## src/verilog/gdp_pkg.sv

```systemverilog
package gdp_pkg;

    // ----------------------------------------
    // Register offsets (configuration space bytes)
    // ----------------------------------------
    localparam logic [7:0] GDP_OFS_PIN_DIRECTION = 8'hb4;
    localparam logic [7:0] GDP_OFS_PIN_LEVEL = 8'hb6;
    localparam logic [7:0] GDP_OFS_CTRL_DIAG0 = 8'hc0;

    // ----------------------------------------
    // Field layout and reset values
    // ----------------------------------------
    localparam int GDP_PINS = 8;
    localparam int GDP_SCL_PIN = 4;
    localparam int GDP_SDA_PIN = 5;
    localparam logic [7:0] GDP_DIR_RESET = 8'h00;
    localparam logic [7:0] GDP_LEVEL_RESET = 8'h00;
    localparam logic [7:0] GDP_RSVD_BYTE = 8'h00;
    localparam logic [31:0] GDP_CTRL_DIAG0_RESET = 32'h0000_0000;

    // ----------------------------------------
    // Register access carrier
    // ----------------------------------------
    typedef struct packed {
        logic wr;
        logic rd;
        logic [7:0] addr;
        logic [3:0] be;
        logic [31:0] wdata;
    } gdp_req_s;

    // Per-pin secondary function drive (enable and level) for pins 4 and 5
    typedef struct packed {
        logic scl_oe;
        logic scl_out;
        logic sda_oe;
        logic sda_out;
    } gdp_serial_s;

endpackage

```

## src/verilog/gdp_port.sv

```systemverilog
`timescale 1ns/1ps
// Notes on behaviour
// - Direction bits 7..0 pick input (0) or output (1); reset to input.
// - Pins 4 and 5 ignore direction while serial bus owns them.
// - Direction upper byte is reserved and always reads zero.
// - Input pins read back their live level in the data register.
// - Writing a data bit of an output pin changes the driven level.
// - Data writes to input or serial-owned pins are discarded.
// - After reset data upper byte reads zero, low byte shows pins.
// - Link reset, global reset or power-on reset restore the defaults.
// - 32-bit control/diagnostic register, read/write, resets to zero.
// - Serial enable hands pins 4 and 5 to serial clock and data.
module gdp_port
    import gdp_pkg::*;
(
    input wire logic clk_sys,
    input wire logic resetn,
    input wire logic link_reset_n,
    input wire logic global_reset_n,
    input wire gdp_req_s req,
    output logic [31:0] rdata,
    input wire logic serial_bus_enable,
    input wire gdp_serial_s serial,
    output logic serial_scl_in,
    output logic serial_sda_in,
    input wire logic [7:0] pin_in,
    output logic [7:0] pin_out,
    output logic [7:0] pin_oe
);

    // ----------------------------------------
    // Reset combining
    // ----------------------------------------
    // three reset sources
    // One combined net keeps every flop on a single async reset
    logic rst_n;
    assign rst_n = resetn & link_reset_n & global_reset_n;

    // ----------------------------------------
    // Pin ownership
    // ----------------------------------------
    function automatic logic [7:0] serial_mask(input logic en);
        logic [7:0] m;
        m = 8'h00;
        m[GDP_SCL_PIN] = en;
        m[GDP_SDA_PIN] = en;
        return m;
    endfunction

    // Byte lane hit on a 16-bit register at a half-word offset
    function automatic logic lane_hit(input gdp_req_s r,
                                      input logic [7:0] ofs);
        return r.wr && r.addr == ofs && r.be[0];
    endfunction

    // Read strobe aimed at one register offset
    function automatic logic read_hit(input gdp_req_s r,
                                      input logic [7:0] ofs);
        return r.rd && r.addr == ofs;
    endfunction

    // Byte enables widened to a bit mask
    function automatic logic [31:0] lane_mask(input logic [3:0] be);
        return {{8{be[3]}}, {8{be[2]}}, {8{be[1]}}, {8{be[0]}}};
    endfunction

    logic [7:0] dir_q, dir_d;
    logic [7:0] level_q, level_d;
    logic [31:0] diag_q, diag_d;
    logic [7:0] sec_mask, gpio_out_en;

    // serial enable takes pins 4 and 5
    assign sec_mask = serial_bus_enable ? serial_mask(1'b1) : 8'h00;
    assign gpio_out_en = dir_q & ~sec_mask;

    // ----------------------------------------
    // Register next state
    // ----------------------------------------
    always_comb begin
        dir_d = dir_q;
        level_d = level_q;
        diag_d = diag_q;
        if (lane_hit(req, GDP_OFS_PIN_DIRECTION)) begin
            dir_d = req.wdata[7:0];
        end
        // input and serial pins keep old value
        if (lane_hit(req, GDP_OFS_PIN_LEVEL)) begin
            level_d = (req.wdata[7:0] & gpio_out_en) |
                      (level_q & ~gpio_out_en);
        end
        if (req.wr && req.addr == GDP_OFS_CTRL_DIAG0) begin
            // Mask keeps bytes whose lane is off
            diag_d = (req.wdata & lane_mask(req.be)) |
                     (diag_q & ~lane_mask(req.be));
        end
    end

    always_ff @(posedge clk_sys or negedge rst_n) begin
        if (!rst_n) begin
            dir_q <= GDP_DIR_RESET;
            level_q <= GDP_LEVEL_RESET;
            diag_q <= GDP_CTRL_DIAG0_RESET;
        end else begin
            dir_q <= dir_d;
            level_q <= level_d;
            diag_q <= diag_d;
        end
    end

    // ----------------------------------------
    // Read path
    // ----------------------------------------
    logic [31:0] rdata_d, rdata_q;
    logic [7:0] level_view;

    // input pins show the live level
    assign level_view = (level_q & gpio_out_en) | (pin_in & ~gpio_out_en);

    always_comb begin
        rdata_d = 32'h0000_0000;
        if (read_hit(req, GDP_OFS_PIN_DIRECTION)) begin
            rdata_d = {16'h0000, GDP_RSVD_BYTE, dir_q};
        end else if (read_hit(req, GDP_OFS_PIN_LEVEL)) begin
            // upper byte zero, low byte pins
            rdata_d = {16'h0000, GDP_RSVD_BYTE, level_view};
        end else if (read_hit(req, GDP_OFS_CTRL_DIAG0)) begin
            rdata_d = diag_q;
        end
    end

    always_ff @(posedge clk_sys or negedge rst_n) begin
        if (!rst_n) begin
            rdata_q <= 32'h0000_0000;
        end else begin
            rdata_q <= rdata_d;
        end
    end
    assign rdata = rdata_q;

    // ----------------------------------------
    // Pin drivers
    // ----------------------------------------
    logic [7:0] out_d, oe_d;

    always_comb begin
        // float unless output and not secondary
        out_d = level_q & gpio_out_en;
        oe_d = gpio_out_en;
        // serial engine drives its own pins
        if (serial_bus_enable) begin
            out_d[GDP_SCL_PIN] = serial.scl_out;
            oe_d[GDP_SCL_PIN] = serial.scl_oe;
            out_d[GDP_SDA_PIN] = serial.sda_out;
            oe_d[GDP_SDA_PIN] = serial.sda_oe;
        end
    end

    // Combinational so the serial engine keeps its own bit timing
    assign pin_out = out_d;
    assign pin_oe = oe_d;
    assign serial_scl_in = pin_in[GDP_SCL_PIN];
    assign serial_sda_in = pin_in[GDP_SDA_PIN];

    // ----------------------------------------
    // Checks
    // ----------------------------------------
    rsvd_dir_zero_a: assert property (
        @(posedge clk_sys) disable iff (!rst_n)
        req.rd && req.addr == GDP_OFS_PIN_DIRECTION |=>
            rdata[31:8] == 24'h000000 && rdata[7:0] == $past(dir_q))
        else $error("direction read wrong");

    dir_write_a: assert property (
        @(posedge clk_sys) disable iff (!rst_n)
        req.wr && req.addr == GDP_OFS_PIN_DIRECTION && req.be[0] |=>
            dir_q == $past(req.wdata[7:0]))
        else $error("direction write lost");

    level_out_a: assert property (
        @(posedge clk_sys) disable iff (!rst_n)
        req.wr && req.addr == GDP_OFS_PIN_LEVEL && req.be[0] |=>
            ((level_q ^ $past(req.wdata[7:0])) & $past(gpio_out_en))
            == 8'h00)
        else $error("output data not taken");

    level_ignore_a: assert property (
        @(posedge clk_sys) disable iff (!rst_n)
        ##1 ((level_q ^ $past(level_q)) & ~$past(gpio_out_en)) == 8'h00)
        else $error("ignored data bit changed");

    input_read_a: assert property (
        @(posedge clk_sys) disable iff (!rst_n)
        req.rd && req.addr == GDP_OFS_PIN_LEVEL |=>
            ((rdata[7:0] ^ $past(pin_in)) & ~$past(gpio_out_en)) == 8'h00
            && rdata[15:8] == 8'h00)
        else $error("input level not read");

    serial_own_a: assert property (
        @(posedge clk_sys) disable iff (!rst_n)
        serial_bus_enable |-> pin_oe[GDP_SCL_PIN] == serial.scl_oe
            && pin_oe[GDP_SDA_PIN] == serial.sda_oe)
        else $error("serial pins not handed over");

    drive_gate_a: assert property (
        @(posedge clk_sys) disable iff (!rst_n)
        (pin_oe & ~sec_mask) == (dir_q & ~sec_mask))
        else $error("driver enable mismatch");

    diag_rw_a: assert property (
        @(posedge clk_sys) disable iff (!rst_n)
        req.wr && req.addr == GDP_OFS_CTRL_DIAG0 && req.be == 4'hf ##1
        !req.wr ##1
        req.rd && req.addr == GDP_OFS_CTRL_DIAG0 && !req.wr |=>
            rdata == $past(req.wdata, 3))
        else $error("diagnostic readback wrong");

    reset_defaults_a: assert property (
        @(posedge clk_sys)
        $rose(rst_n) |-> dir_q == GDP_DIR_RESET
            && level_q == GDP_LEVEL_RESET
            && diag_q == GDP_CTRL_DIAG0_RESET && rdata == 32'h0000_0000)
        else $error("reset defaults not restored");

    dir_keep_a: assert property (
        @(posedge clk_sys) disable iff (!rst_n)
        !lane_hit(req, GDP_OFS_PIN_DIRECTION) |=> $stable(dir_q))
        else $error("direction changed without write");

    level_keep_a: assert property (
        @(posedge clk_sys) disable iff (!rst_n)
        !lane_hit(req, GDP_OFS_PIN_LEVEL) |=> $stable(level_q))
        else $error("data changed without write");

    sec_store_a: assert property (
        @(posedge clk_sys) disable iff (!rst_n)
        serial_bus_enable && lane_hit(req, GDP_OFS_PIN_LEVEL) |=>
            level_q[GDP_SCL_PIN] == $past(level_q[GDP_SCL_PIN])
            && level_q[GDP_SDA_PIN] == $past(level_q[GDP_SDA_PIN]))
        else $error("serial pin data bit written");

    out_read_a: assert property (
        @(posedge clk_sys) disable iff (!rst_n)
        read_hit(req, GDP_OFS_PIN_LEVEL) |=>
            ((rdata[7:0] ^ $past(level_q)) & $past(gpio_out_en)) == 8'h00)
        else $error("output level not read back");

    level_rsvd_a: assert property (
        @(posedge clk_sys) disable iff (!rst_n)
        read_hit(req, GDP_OFS_PIN_LEVEL) |=>
            rdata[31:16] == 16'h0000 && rdata[15:8] == GDP_RSVD_BYTE)
        else $error("data upper byte not zero");

    diag_read_a: assert property (
        @(posedge clk_sys) disable iff (!rst_n)
        read_hit(req, GDP_OFS_CTRL_DIAG0) |=> rdata == $past(diag_q))
        else $error("diagnostic read wrong");

    diag_lane_a: assert property (
        @(posedge clk_sys) disable iff (!rst_n)
        req.wr && req.addr == GDP_OFS_CTRL_DIAG0 |=>
            ((diag_q ^ $past(req.wdata)) & lane_mask($past(req.be)))
            == 32'h0000_0000)
        else $error("diagnostic lane not written");

    diag_keep_a: assert property (
        @(posedge clk_sys) disable iff (!rst_n)
        !(req.wr && req.addr == GDP_OFS_CTRL_DIAG0) |=> $stable(diag_q))
        else $error("diagnostic changed without write");

    drive_value_a: assert property (
        @(posedge clk_sys) disable iff (!rst_n)
        ((pin_out ^ level_q) & dir_q & ~sec_mask) == 8'h00)
        else $error("driven level differs from data");

    float_low_a: assert property (
        @(posedge clk_sys) disable iff (!rst_n)
        (pin_out & ~pin_oe & ~sec_mask) == 8'h00)
        else $error("floating pin shows a level");

    dir_oe_a: assert property (
        @(posedge clk_sys) disable iff (!rst_n)
        !serial_bus_enable |-> pin_oe == dir_q)
        else $error("direction not applied to drivers");

    serial_data_a: assert property (
        @(posedge clk_sys) disable iff (!rst_n)
        serial_bus_enable |-> pin_out[GDP_SCL_PIN] == serial.scl_out
            && pin_out[GDP_SDA_PIN] == serial.sda_out)
        else $error("serial outputs not handed over");

    serial_in_a: assert property (
        @(posedge clk_sys) disable iff (!rst_n)
        serial_scl_in == pin_in[GDP_SCL_PIN]
            && serial_sda_in == pin_in[GDP_SDA_PIN])
        else $error("serial inputs not passed through");

    serial_off_a: assert property (
        @(posedge clk_sys) disable iff (!rst_n)
        !serial_bus_enable |-> pin_oe[GDP_SCL_PIN] == dir_q[GDP_SCL_PIN]
            && pin_oe[GDP_SDA_PIN] == dir_q[GDP_SDA_PIN])
        else $error("shared pins ignore direction");

endmodule

```

## config.mk

```make
export PLATFORM = sky130hd
export DESIGN_NAME = gdp_port
export DESIGN_NICKNAME = d
export VERILOG_FILES = /design/src/verilog/gdp_pkg.sv /design/src/verilog/gdp_port.sv
export SDC_FILE = /design/constraint.sdc
export NUM_CORES = 1
export LEC_CHECK = 0
export ABC_AREA = 1
export BUFFER_PORTS_ARGS = -buffer_cell sky130_fd_sc_hd__clkbuf_2
export CAP_MARGIN = 20
export CORE_MARGIN = 2
export CORE_UTILIZATION = 51
export CTS_BUF_LIST = sky130_fd_sc_hd__clkbuf_4 sky130_fd_sc_hd__clkbuf_8 sky130_fd_sc_hd__clkbuf_16
export DETAILED_ROUTE_END_ITERATION = 16
export GPL_TIMING_DRIVEN = 1
export HOLD_SLACK_MARGIN = 0.03
export PLACE_DENSITY = 0.8
export SYNTH_ARGS = -nofsm -noshare
export SYNTH_HDL_FRONTEND = slang
export SYNTH_SLANG_ARGS = --single-unit
```

## constraint.sdc

```tcl
create_clock -name clk_sys -period 3.2 [get_ports clk_sys]
set_input_delay 0.32 -clock clk_sys [delete_from_list [all_inputs] [get_ports clk_sys]]
set_output_delay 0.32 -clock clk_sys [all_outputs]
set_load 0.02 [all_outputs]
```

==> flow_metrics.env, run 1 <==
export IMPL_status="complete, no violations"
export IMPL_area_growth_pct=23.0
export IMPL_syn_cell_area_mm2=0.00363
export IMPL_vdd_drop_max_mv=0.278
export IMPL_p_clk_frac=0.436
export IMPL_max_cap_violations=0
export IMPL_setup_tns_final_ns=0
export IMPL_grt_pass1_wl_um=11600
export IMPL_avgViaCountPerCell=4.61
export IMPL_diodes=0
export IMPL_fmax_ghz=0.593
export IMPL_pwr_share_comb=0.065
export IMPL_yosys_top_cells_area="dfrtp_1 (55%), nand2_1 (11%), inv_1 (7.6%), o21ai_2 (5.8%), nor3b_1 (5.0%)"
export IMPL_grt_ovfl_total=0
export IMPL_rsz0062_at_grt="false"
export IMPL_clk_latency_ns=0.33
export IMPL_yosysUniqueCellTypes=21
export IMPL_critPathArrivalTime_ns=1.37
export IMPL_maxSlewHeadroom=0.514
export IMPL_row_count=30
export IMPL_p_int_w=0.00162
export IMPL_initial_core_util=0.532
export IMPL_grt_use_total=0.191
export IMPL_htreeDepth=3
export IMPL_clock_skew_ns=0.00646
export IMPL_required_ns=2.88
export IMPL_die_width_um=88.4
export IMPL_tightest_slew_ns=0.727
export IMPL_vias=2798
export IMPL_path_max_fanout=4
export IMPL_p_leak_nw=2.55
export IMPL_dieArea_mm2=0.00781
export IMPL_r2r_cells=6
export IMPL_cts_root_buf="clkbuf_8"
export IMPL_place_congestion=0.789
export IMPL_firstDrtPassIters=4
export IMPL_route_met3_wl_um=359
export IMPL_io_buffer_count=112
export IMPL_syn_nets=462
export IMPL_drc_errors=0
export IMPL_yosysWarningCount=0
export IMPL_route_layer_met1_wl_um=3110
export IMPL_postLayoutCellArea_mm2=0.00447
export IMPL_die_y_um=88.4
export IMPL_setup_viol=0
export IMPL_fin_nets=569
export IMPL_r2r_end="rdata[4]$_DFF_PN0_"
export IMPL_wire_per_inst_um=11.6
export IMPL_finalCriticalPeriod_ns=1.69
export IMPL_grt_pass1_vias=2673
export IMPL_antenna_found_initial=0
export IMPL_endpoint_kind="output port"
export IMPL_drtAntennaViolNets=0
export IMPL_wl_met2_um=3460
export IMPL_cts_resized_gates=0
export IMPL_dp_hpwl_um=4980
export IMPL_crit_type="reg2out"
export IMPL_slew_viol_final=0
export IMPL_cts_tree="built"
export IMPL_finalHoldViolCount=0
export IMPL_io_pin_count=113
export IMPL_synth_area_leader_cell="dfrtp_1"
export IMPL_cts_buffer_depth=2
export IMPL_drt_initial_drc_count=119
export IMPL_core_area_mm2=0.00683
export IMPL_placed_area_mm2=0.00417
export IMPL_fin_crit_sh=0.527
export IMPL_hold_path_class="in2async"
export IMPL_fill_cells=593
export IMPL_cts_sinks=80
export IMPL_cts_setup_buffers=0
export IMPL_clkTransAtPathRegs_ns=0.08
export IMPL_power_density_mw_per_mm2=464
export IMPL_cts_made_buffers=9
export IMPL_synthCells=399
export IMPL_highest_layer="met4"
export IMPL_synth_top_area_frac=0.551
export IMPL_rrSetupSlack_ns=2.08
export IMPL_grt_max_degree=81
export IMPL_cp_start_kind="register"
export IMPL_layout_drive_gt1_share=0.331
export IMPL_finish_utilization=0.654
export IMPL_seq_area_frac_synth=0.551
export IMPL_synth_area_per_cell_um2=9.10
export IMPL_synth_seq_cells=80
export IMPL_swShare=0.216
export IMPL_r2r_start="dir_q[4]$_DFFE_PN0P_"
export IMPL_pwr_share_seq=0.499
export IMPL_routed_wl_um=7010
export IMPL_switchingPower_w=0.000448
[metal layers]
| layer | vias up | global-route usage |
|---|---|---|
| li1 | 1437 | - |
| met1 | 1274 | 0.244 |
| met2 | 81 | 0.327 |
| met3 | 6 | 0.0317 |
| met4 | 0 | 0.0771 |
| met5 | - | 0 |
[Yosys cell counts]
cell     instances
nand2_1        105
dfrtp_1         80
inv_1           74
nor3b_1         24
o21ai_2         24
nand3_1         23
o21ai_0         16
buf_4            9
o21ai_1          9
nor2_1           8
buf_2            5
buf_6            5
nand3_2          5
inv_2            2
nand2_2          2
nor2_2           2
nor2_4           2
and3_1           1
nand2_4          1
nand4_1          1
nor2_8           1
[cells by family after synthesis]
kind of cell | after synthesis | share of synthesized area
and+or+nand+nor | 175 | 0.237
DFF | 80 | 0.551
AOI/OAI and AO/OA | 49 | 0.0923
buffers and inverters | 95 | 0.120
[placed cells by master, fill, tap and decap left out]
cell           Yosys  final
nor2_8             1      1
buf_16             0      1
clkinvlp_4         0      1
dlygate4sd3_1      0      2
nand2_4            1      1
nand3_1           23     23
o21ai_1            9      9
and3_4             0      1
inv_6              0      1
clkbuf_2           0    112
o21ai_2           24     24
nand4_1            1      1
nand3_2            5      5
nor3b_1           24     24
dfrtp_1           80     80
inv_2              2      2
nor2_2             2      2
nor2_1             8      8
bufinv_16          0      3
o21ai_0           16     16
nand2_2            2      2
clkbuf_8           0     10
inv_1             74     74
nand2_1          105    105
nor2_4             2      2
clkinv_4           0      1
[cell type report]
class | count | area (µm²) | share of cell area
Multi-Input combinational cell | 224 | 1200 | 0.269
Timing Repair Buffer | 115 | 608 | 0.136
Tap cell | 96 | 120 | 0.0269
Clock inverter | 6 | 115 | 0.0258
Clock buffer | 10 | 138 | 0.0308
Sequential cell | 80 | 2000 | 0.448
Inverter | 76 | 285 | 0.0638
[power groups by stage]
stage / Combinational (W) / Sequential [W] / Clock, W
floorplan: 0.0000769 / 0.00105 / 0
global placement: 0.000129 / 0.00105 / 0
detailed placement: 0.000133 / 0.00105 / 0
CTS: 0.000133 / 0.00103 / 0.000921
global route: 0.000154 / 0.00104 / 0.000957
finish: 0.000135 / 0.00103 / 0.000904
[worst max-delay path: stages (launching register included)]
cell	delay [ns]
dfrtp_1	0.38
inv_1	0.05
nor2_1	0.16
inv_1	0.11
o21ai_0	0.15
clkbuf_2	0.19
[worst max path at each step]
| stage | from | cells past startpoint | endpoint |
|---|---|---|---|
| 6_report | dir_q[4]$_DFFE_PN0P_ | 5 | pin_out[4] |
| 5_1_grt | dir_q[5]$_DFFE_PN0P_ | 5 | pin_out[5] |
| 4_1_cts | dir_q[5]$_DFFE_PN0P_ | 5 | pin_out[5] |
| 3_5_place_dp | req[36] | 8 | rdata[1]$_DFF_PN0_ |
| 3_3_place_gp | req[40] | 8 | rdata[2]$_DFF_PN0_ |
| 2_1_floorplan | global_reset_n | 1 | async pin |
[stage by stage]
step | std cells | setup WS (ns) | hold slack (ns) | power (W)
2_1_floorplan | 399 | 0.326 | 0.447 | 0.00113
3_3_place_gp | 588 | 1.48 | 0.455 | 0.00118
3_5_place_dp | 588 | 1.39 | 0.460 | 0.00119
4_1_cts | 604 | 1.50 | 0.180 | 0.00209
5_1_grt | 607 | 1.37 | 0.191 | 0.00215
6_report | 607 | 1.51 | 0.169 | 0.00207
[repair_timing]
item,4_1_cts,5_1_grt
hold buffers,0,2
endpoints found under the hold margin,0,10
endpoints found under the setup margin,0,0
(Power assumes the default switching activity.)
==> inputs of run 2 (changes only) <==
--- a/config.mk
+++ b/config.mk
@@ -5,11 +5,11 @@
 export SDC_FILE = /design/constraint.sdc
 export NUM_CORES = 1
 export LEC_CHECK = 0
-export ABC_AREA = 1
+export ABC_AREA = 0
 export BUFFER_PORTS_ARGS = -buffer_cell sky130_fd_sc_hd__clkbuf_2
 export CAP_MARGIN = 20
 export CORE_MARGIN = 2
-export CORE_UTILIZATION = 51
+export CORE_UTILIZATION = 50
 export CTS_BUF_LIST = sky130_fd_sc_hd__clkbuf_4 sky130_fd_sc_hd__clkbuf_8 sky130_fd_sc_hd__clkbuf_16
 export DETAILED_ROUTE_END_ITERATION = 16
 export GPL_TIMING_DRIVEN = 1
==> constraint.sdc (replaced) <==
create_clock -name clk_sys -period 1.7 [get_ports clk_sys]
set_input_delay 0.17 -clock clk_sys [delete_from_list [all_inputs] [get_ports clk_sys]]
set_output_delay 0.17 -clock clk_sys [all_outputs]
set_load 0.02 [all_outputs]
==> run 2 against run 1 <==
  * Utilization increased by 4.1 points
  * Worst hold slack got worse by 0.13 ns
  * Critical path depth grew 1
  * Synthesized area decreased by 9.1%
  * Sequential share of layout area grew 0.56 points
  * Combinational power rose by 77%
  * Wire length up 2.5%
  * Clock skew is 0.00093 ns higher
  * Sequential power increased by 88%
==> flow_metrics.env, run 2 <==
export IMPL_place_congestion=0.863
export IMPL_syn_cell_area_mm2=0.00330
export IMPL_hold_path_class="in2reg"
export IMPL_core_area_mm2=0.00635
export IMPL_final_common_cell="clkbuf_2"
export IMPL_rsz0062_at_grt="false"
export IMPL_drtAntennaViolNets=0
export IMPL_firstDrtPassIters=4
export IMPL_fmax_ghz=0.671
export IMPL_initial_core_util=0.520
export IMPL_routed_wl_um=7190
export IMPL_slowest_delay_ns=0.46
export IMPL_crit_type="in2reg"
export IMPL_cp_cell_sequence="clkbuf_2 > nand4bb_1 > or3b_1 > nor3b_4 > buf_12 > mux2_2"
export IMPL_setup_viol=0
export IMPL_maxSlewHeadroom=0.715
export IMPL_yosys_top_cells_area="dfrtp_1 (61%), mux2_2 (15%), and2_1 (5.7%), nand2_1 (2.5%), buf_4 (1.8%)"
export IMPL_grt_pass1_vias=2474
export IMPL_rrSetupSlack_ns=0.49
export IMPL_mostFrequentLayoutCells="clkbuf_2 (112), dfrtp_1 (80), mux2_2 (45)"
export IMPL_cts_sinks=80
export IMPL_p_leak_nw=2.39
export IMPL_slew_viol_final=0
export IMPL_status="complete, no violations"
export IMPL_cts_buffer_depth=2
export IMPL_grt_pass1_wl_um=11600
export IMPL_io_pin_count=113
export IMPL_die_y_um=85.3
export IMPL_clkTransAtPathRegs_ns=0.09
export IMPL_hp_start="req[24]"
export IMPL_cts_hold_buf=10
export IMPL_cts_tree="built"
export IMPL_wire_per_inst_um=15.0
export IMPL_tightest_slew_ns=0.422
export IMPL_seq_area_frac_synth=0.607
export IMPL_cts_root_buf="clkbuf_8"
export IMPL_diodes=0
export IMPL_fin_nets=460
export IMPL_vias=2424
export IMPL_setup_tns_final_ns=0
export IMPL_die_width_um=85.3
export IMPL_yosysUniqueCellTypes=33
export IMPL_fin_crit_sh=0.877
export IMPL_yosysWarningCount=0
export IMPL_htreeDepth=3
export IMPL_synth_edff_count=0
export IMPL_critPathSlowestCell="or3b_1"
export IMPL_synth_area_per_cell_um2=13.0
export IMPL_synth_common_cells="dfrtp_1 (80), mux2_2 (45), and2_1 (30)"
export IMPL_synth_top_area_frac=0.607
export IMPL_critPathArrivalTime_ns=1.73
export IMPL_synth_area_leader_cell="dfrtp_1"
export IMPL_worst_hold_path_num_cells=2
export IMPL_endpoint_kind="register"
export IMPL_cp_start_kind="input pin"
export IMPL_row_count=29
export IMPL_placedCellCount=453
export IMPL_grt_use_total=0.208
export IMPL_power_density_mw_per_mm2=850
export IMPL_synthCells=254
export IMPL_drc_errors=0
export IMPL_grt_max_degree=81
export IMPL_antenna_found_initial=0
export IMPL_path_max_fanout=8
export IMPL_layout_drive_gt1_share=0.505
export IMPL_fin_cells=479
export IMPL_synth_seq_cells=80
export IMPL_cts_made_buffers=9
export IMPL_clock_skew_ns=0.00739
export IMPL_drt_initial_drc_count=58
export IMPL_finalHoldViolCount=0
export IMPL_syn_nets=317
export IMPL_clk_latency_ns=0.36
export IMPL_vdd_drop_max_mv=0.673
export IMPL_avgViaCountPerCell=5.06
export IMPL_area_growth_pct=33.7
export IMPL_finalCriticalPeriod_ns=1.49
export IMPL_dp_hpwl_um=5040
export IMPL_dieArea_mm2=0.00727
export IMPL_cts_resized_gates=0
export IMPL_grt_ovfl_total=0
export IMPL_io_buffer_count=112
export IMPL_cts_setup_buffers=0
export IMPL_async_flop_share=1.00
export IMPL_required_ns=1.94
export IMPL_max_cap_violations=0
export IMPL_synth_ff_type="dfrtp_1"
export IMPL_yosysMostFrequentCell="dfrtp_1"
export IMPL_r2r_cells=3
export IMPL_r2r_start="dir_q[5]$_DFFE_PN0P_"
## run 2: worst max-delay path by stage
stage / from / end / cells after the start / slack [ns]
2_1_floorplan: req[36] / register / 4 / 0.02
4_1_cts: dir_q[5]$_DFFE_PN0P_ / pin_oe[5] / 3 / 0.21
3_3_place_gp: req[40] / register / 6 / -0.10
6_report: req[40] / register / 6 / 0.21
3_5_place_dp: req[40] / register / 6 / -0.14
5_1_grt: link_reset_n / rdata[21]$_DFF_PN0_ / 5 / 0.13
## run 2: critical path, delay by kind of cell
family,cells,cell delay (ns)
mux,1,0.34
simple gates,3,0.96
buf+inv,2,0.25
## run 2: metrics by stage
step / worst slack [ns] / util / hold slack [ns] / instance area [µm²] / total power (W)
5_1_grt: 0.133 / 0.695 / 0.0345 / 4410 / 0.00387
3_5_place_dp: -0.139 / 0.644 / 0.381 / 4090 / 0.00220
4_1_cts: 0.214 / 0.695 / 0.0322 / 4410 / 0.00377
3_3_place_gp: -0.103 / 0.644 / 0.387 / 4090 / 0.00220
2_1_floorplan: 0.0181 / - / 0.302 / 3300 / 0.00208
6_report: 0.209 / 0.695 / 0.0435 / 4410 / 0.00375
## run 2: where the power goes
group	internal (W)	switching, W
Sequential	0.00193	0.0000160
Combinational	0.000125	0.000115
Clock	0.000851	0.000720
## run 2: per-layer routing
layer | global-route usage | part of all wire | up-vias
li1 | - | - | 1161
met1 | 0.271 | 0.44 | 1177
met2 | 0.332 | 0.47 | 75
met3 | 0.0554 | 0.068 | 11
met4 | 0.0866 | 0.016 | 0
met5 | 0 | 0 | -
## run 2: area by class of cell
| type | count | area, µm² |
|---|---|---|
| Inverter | 2 | 7.51 |
| Fill cell | 476 | 1940 |
| Sequential cell | 80 | 2000 |
| Multi-Input combinational cell | 158 | 1220 |
| Tap cell | 77 | 96.3 |
| Clock buffer | 10 | 131 |
| Timing Repair Buffer | 146 | 866 |
| Clock inverter | 6 | 92.6 |
## run 2: cells by family after synthesis
kind of cell,synth area share
AND/OR/NAND/NOR,0.161
flip-flops,0.607
multiplexers,0.164
AO/OA/AOI/OAI,0.0409
buffers and inverters,0.0273
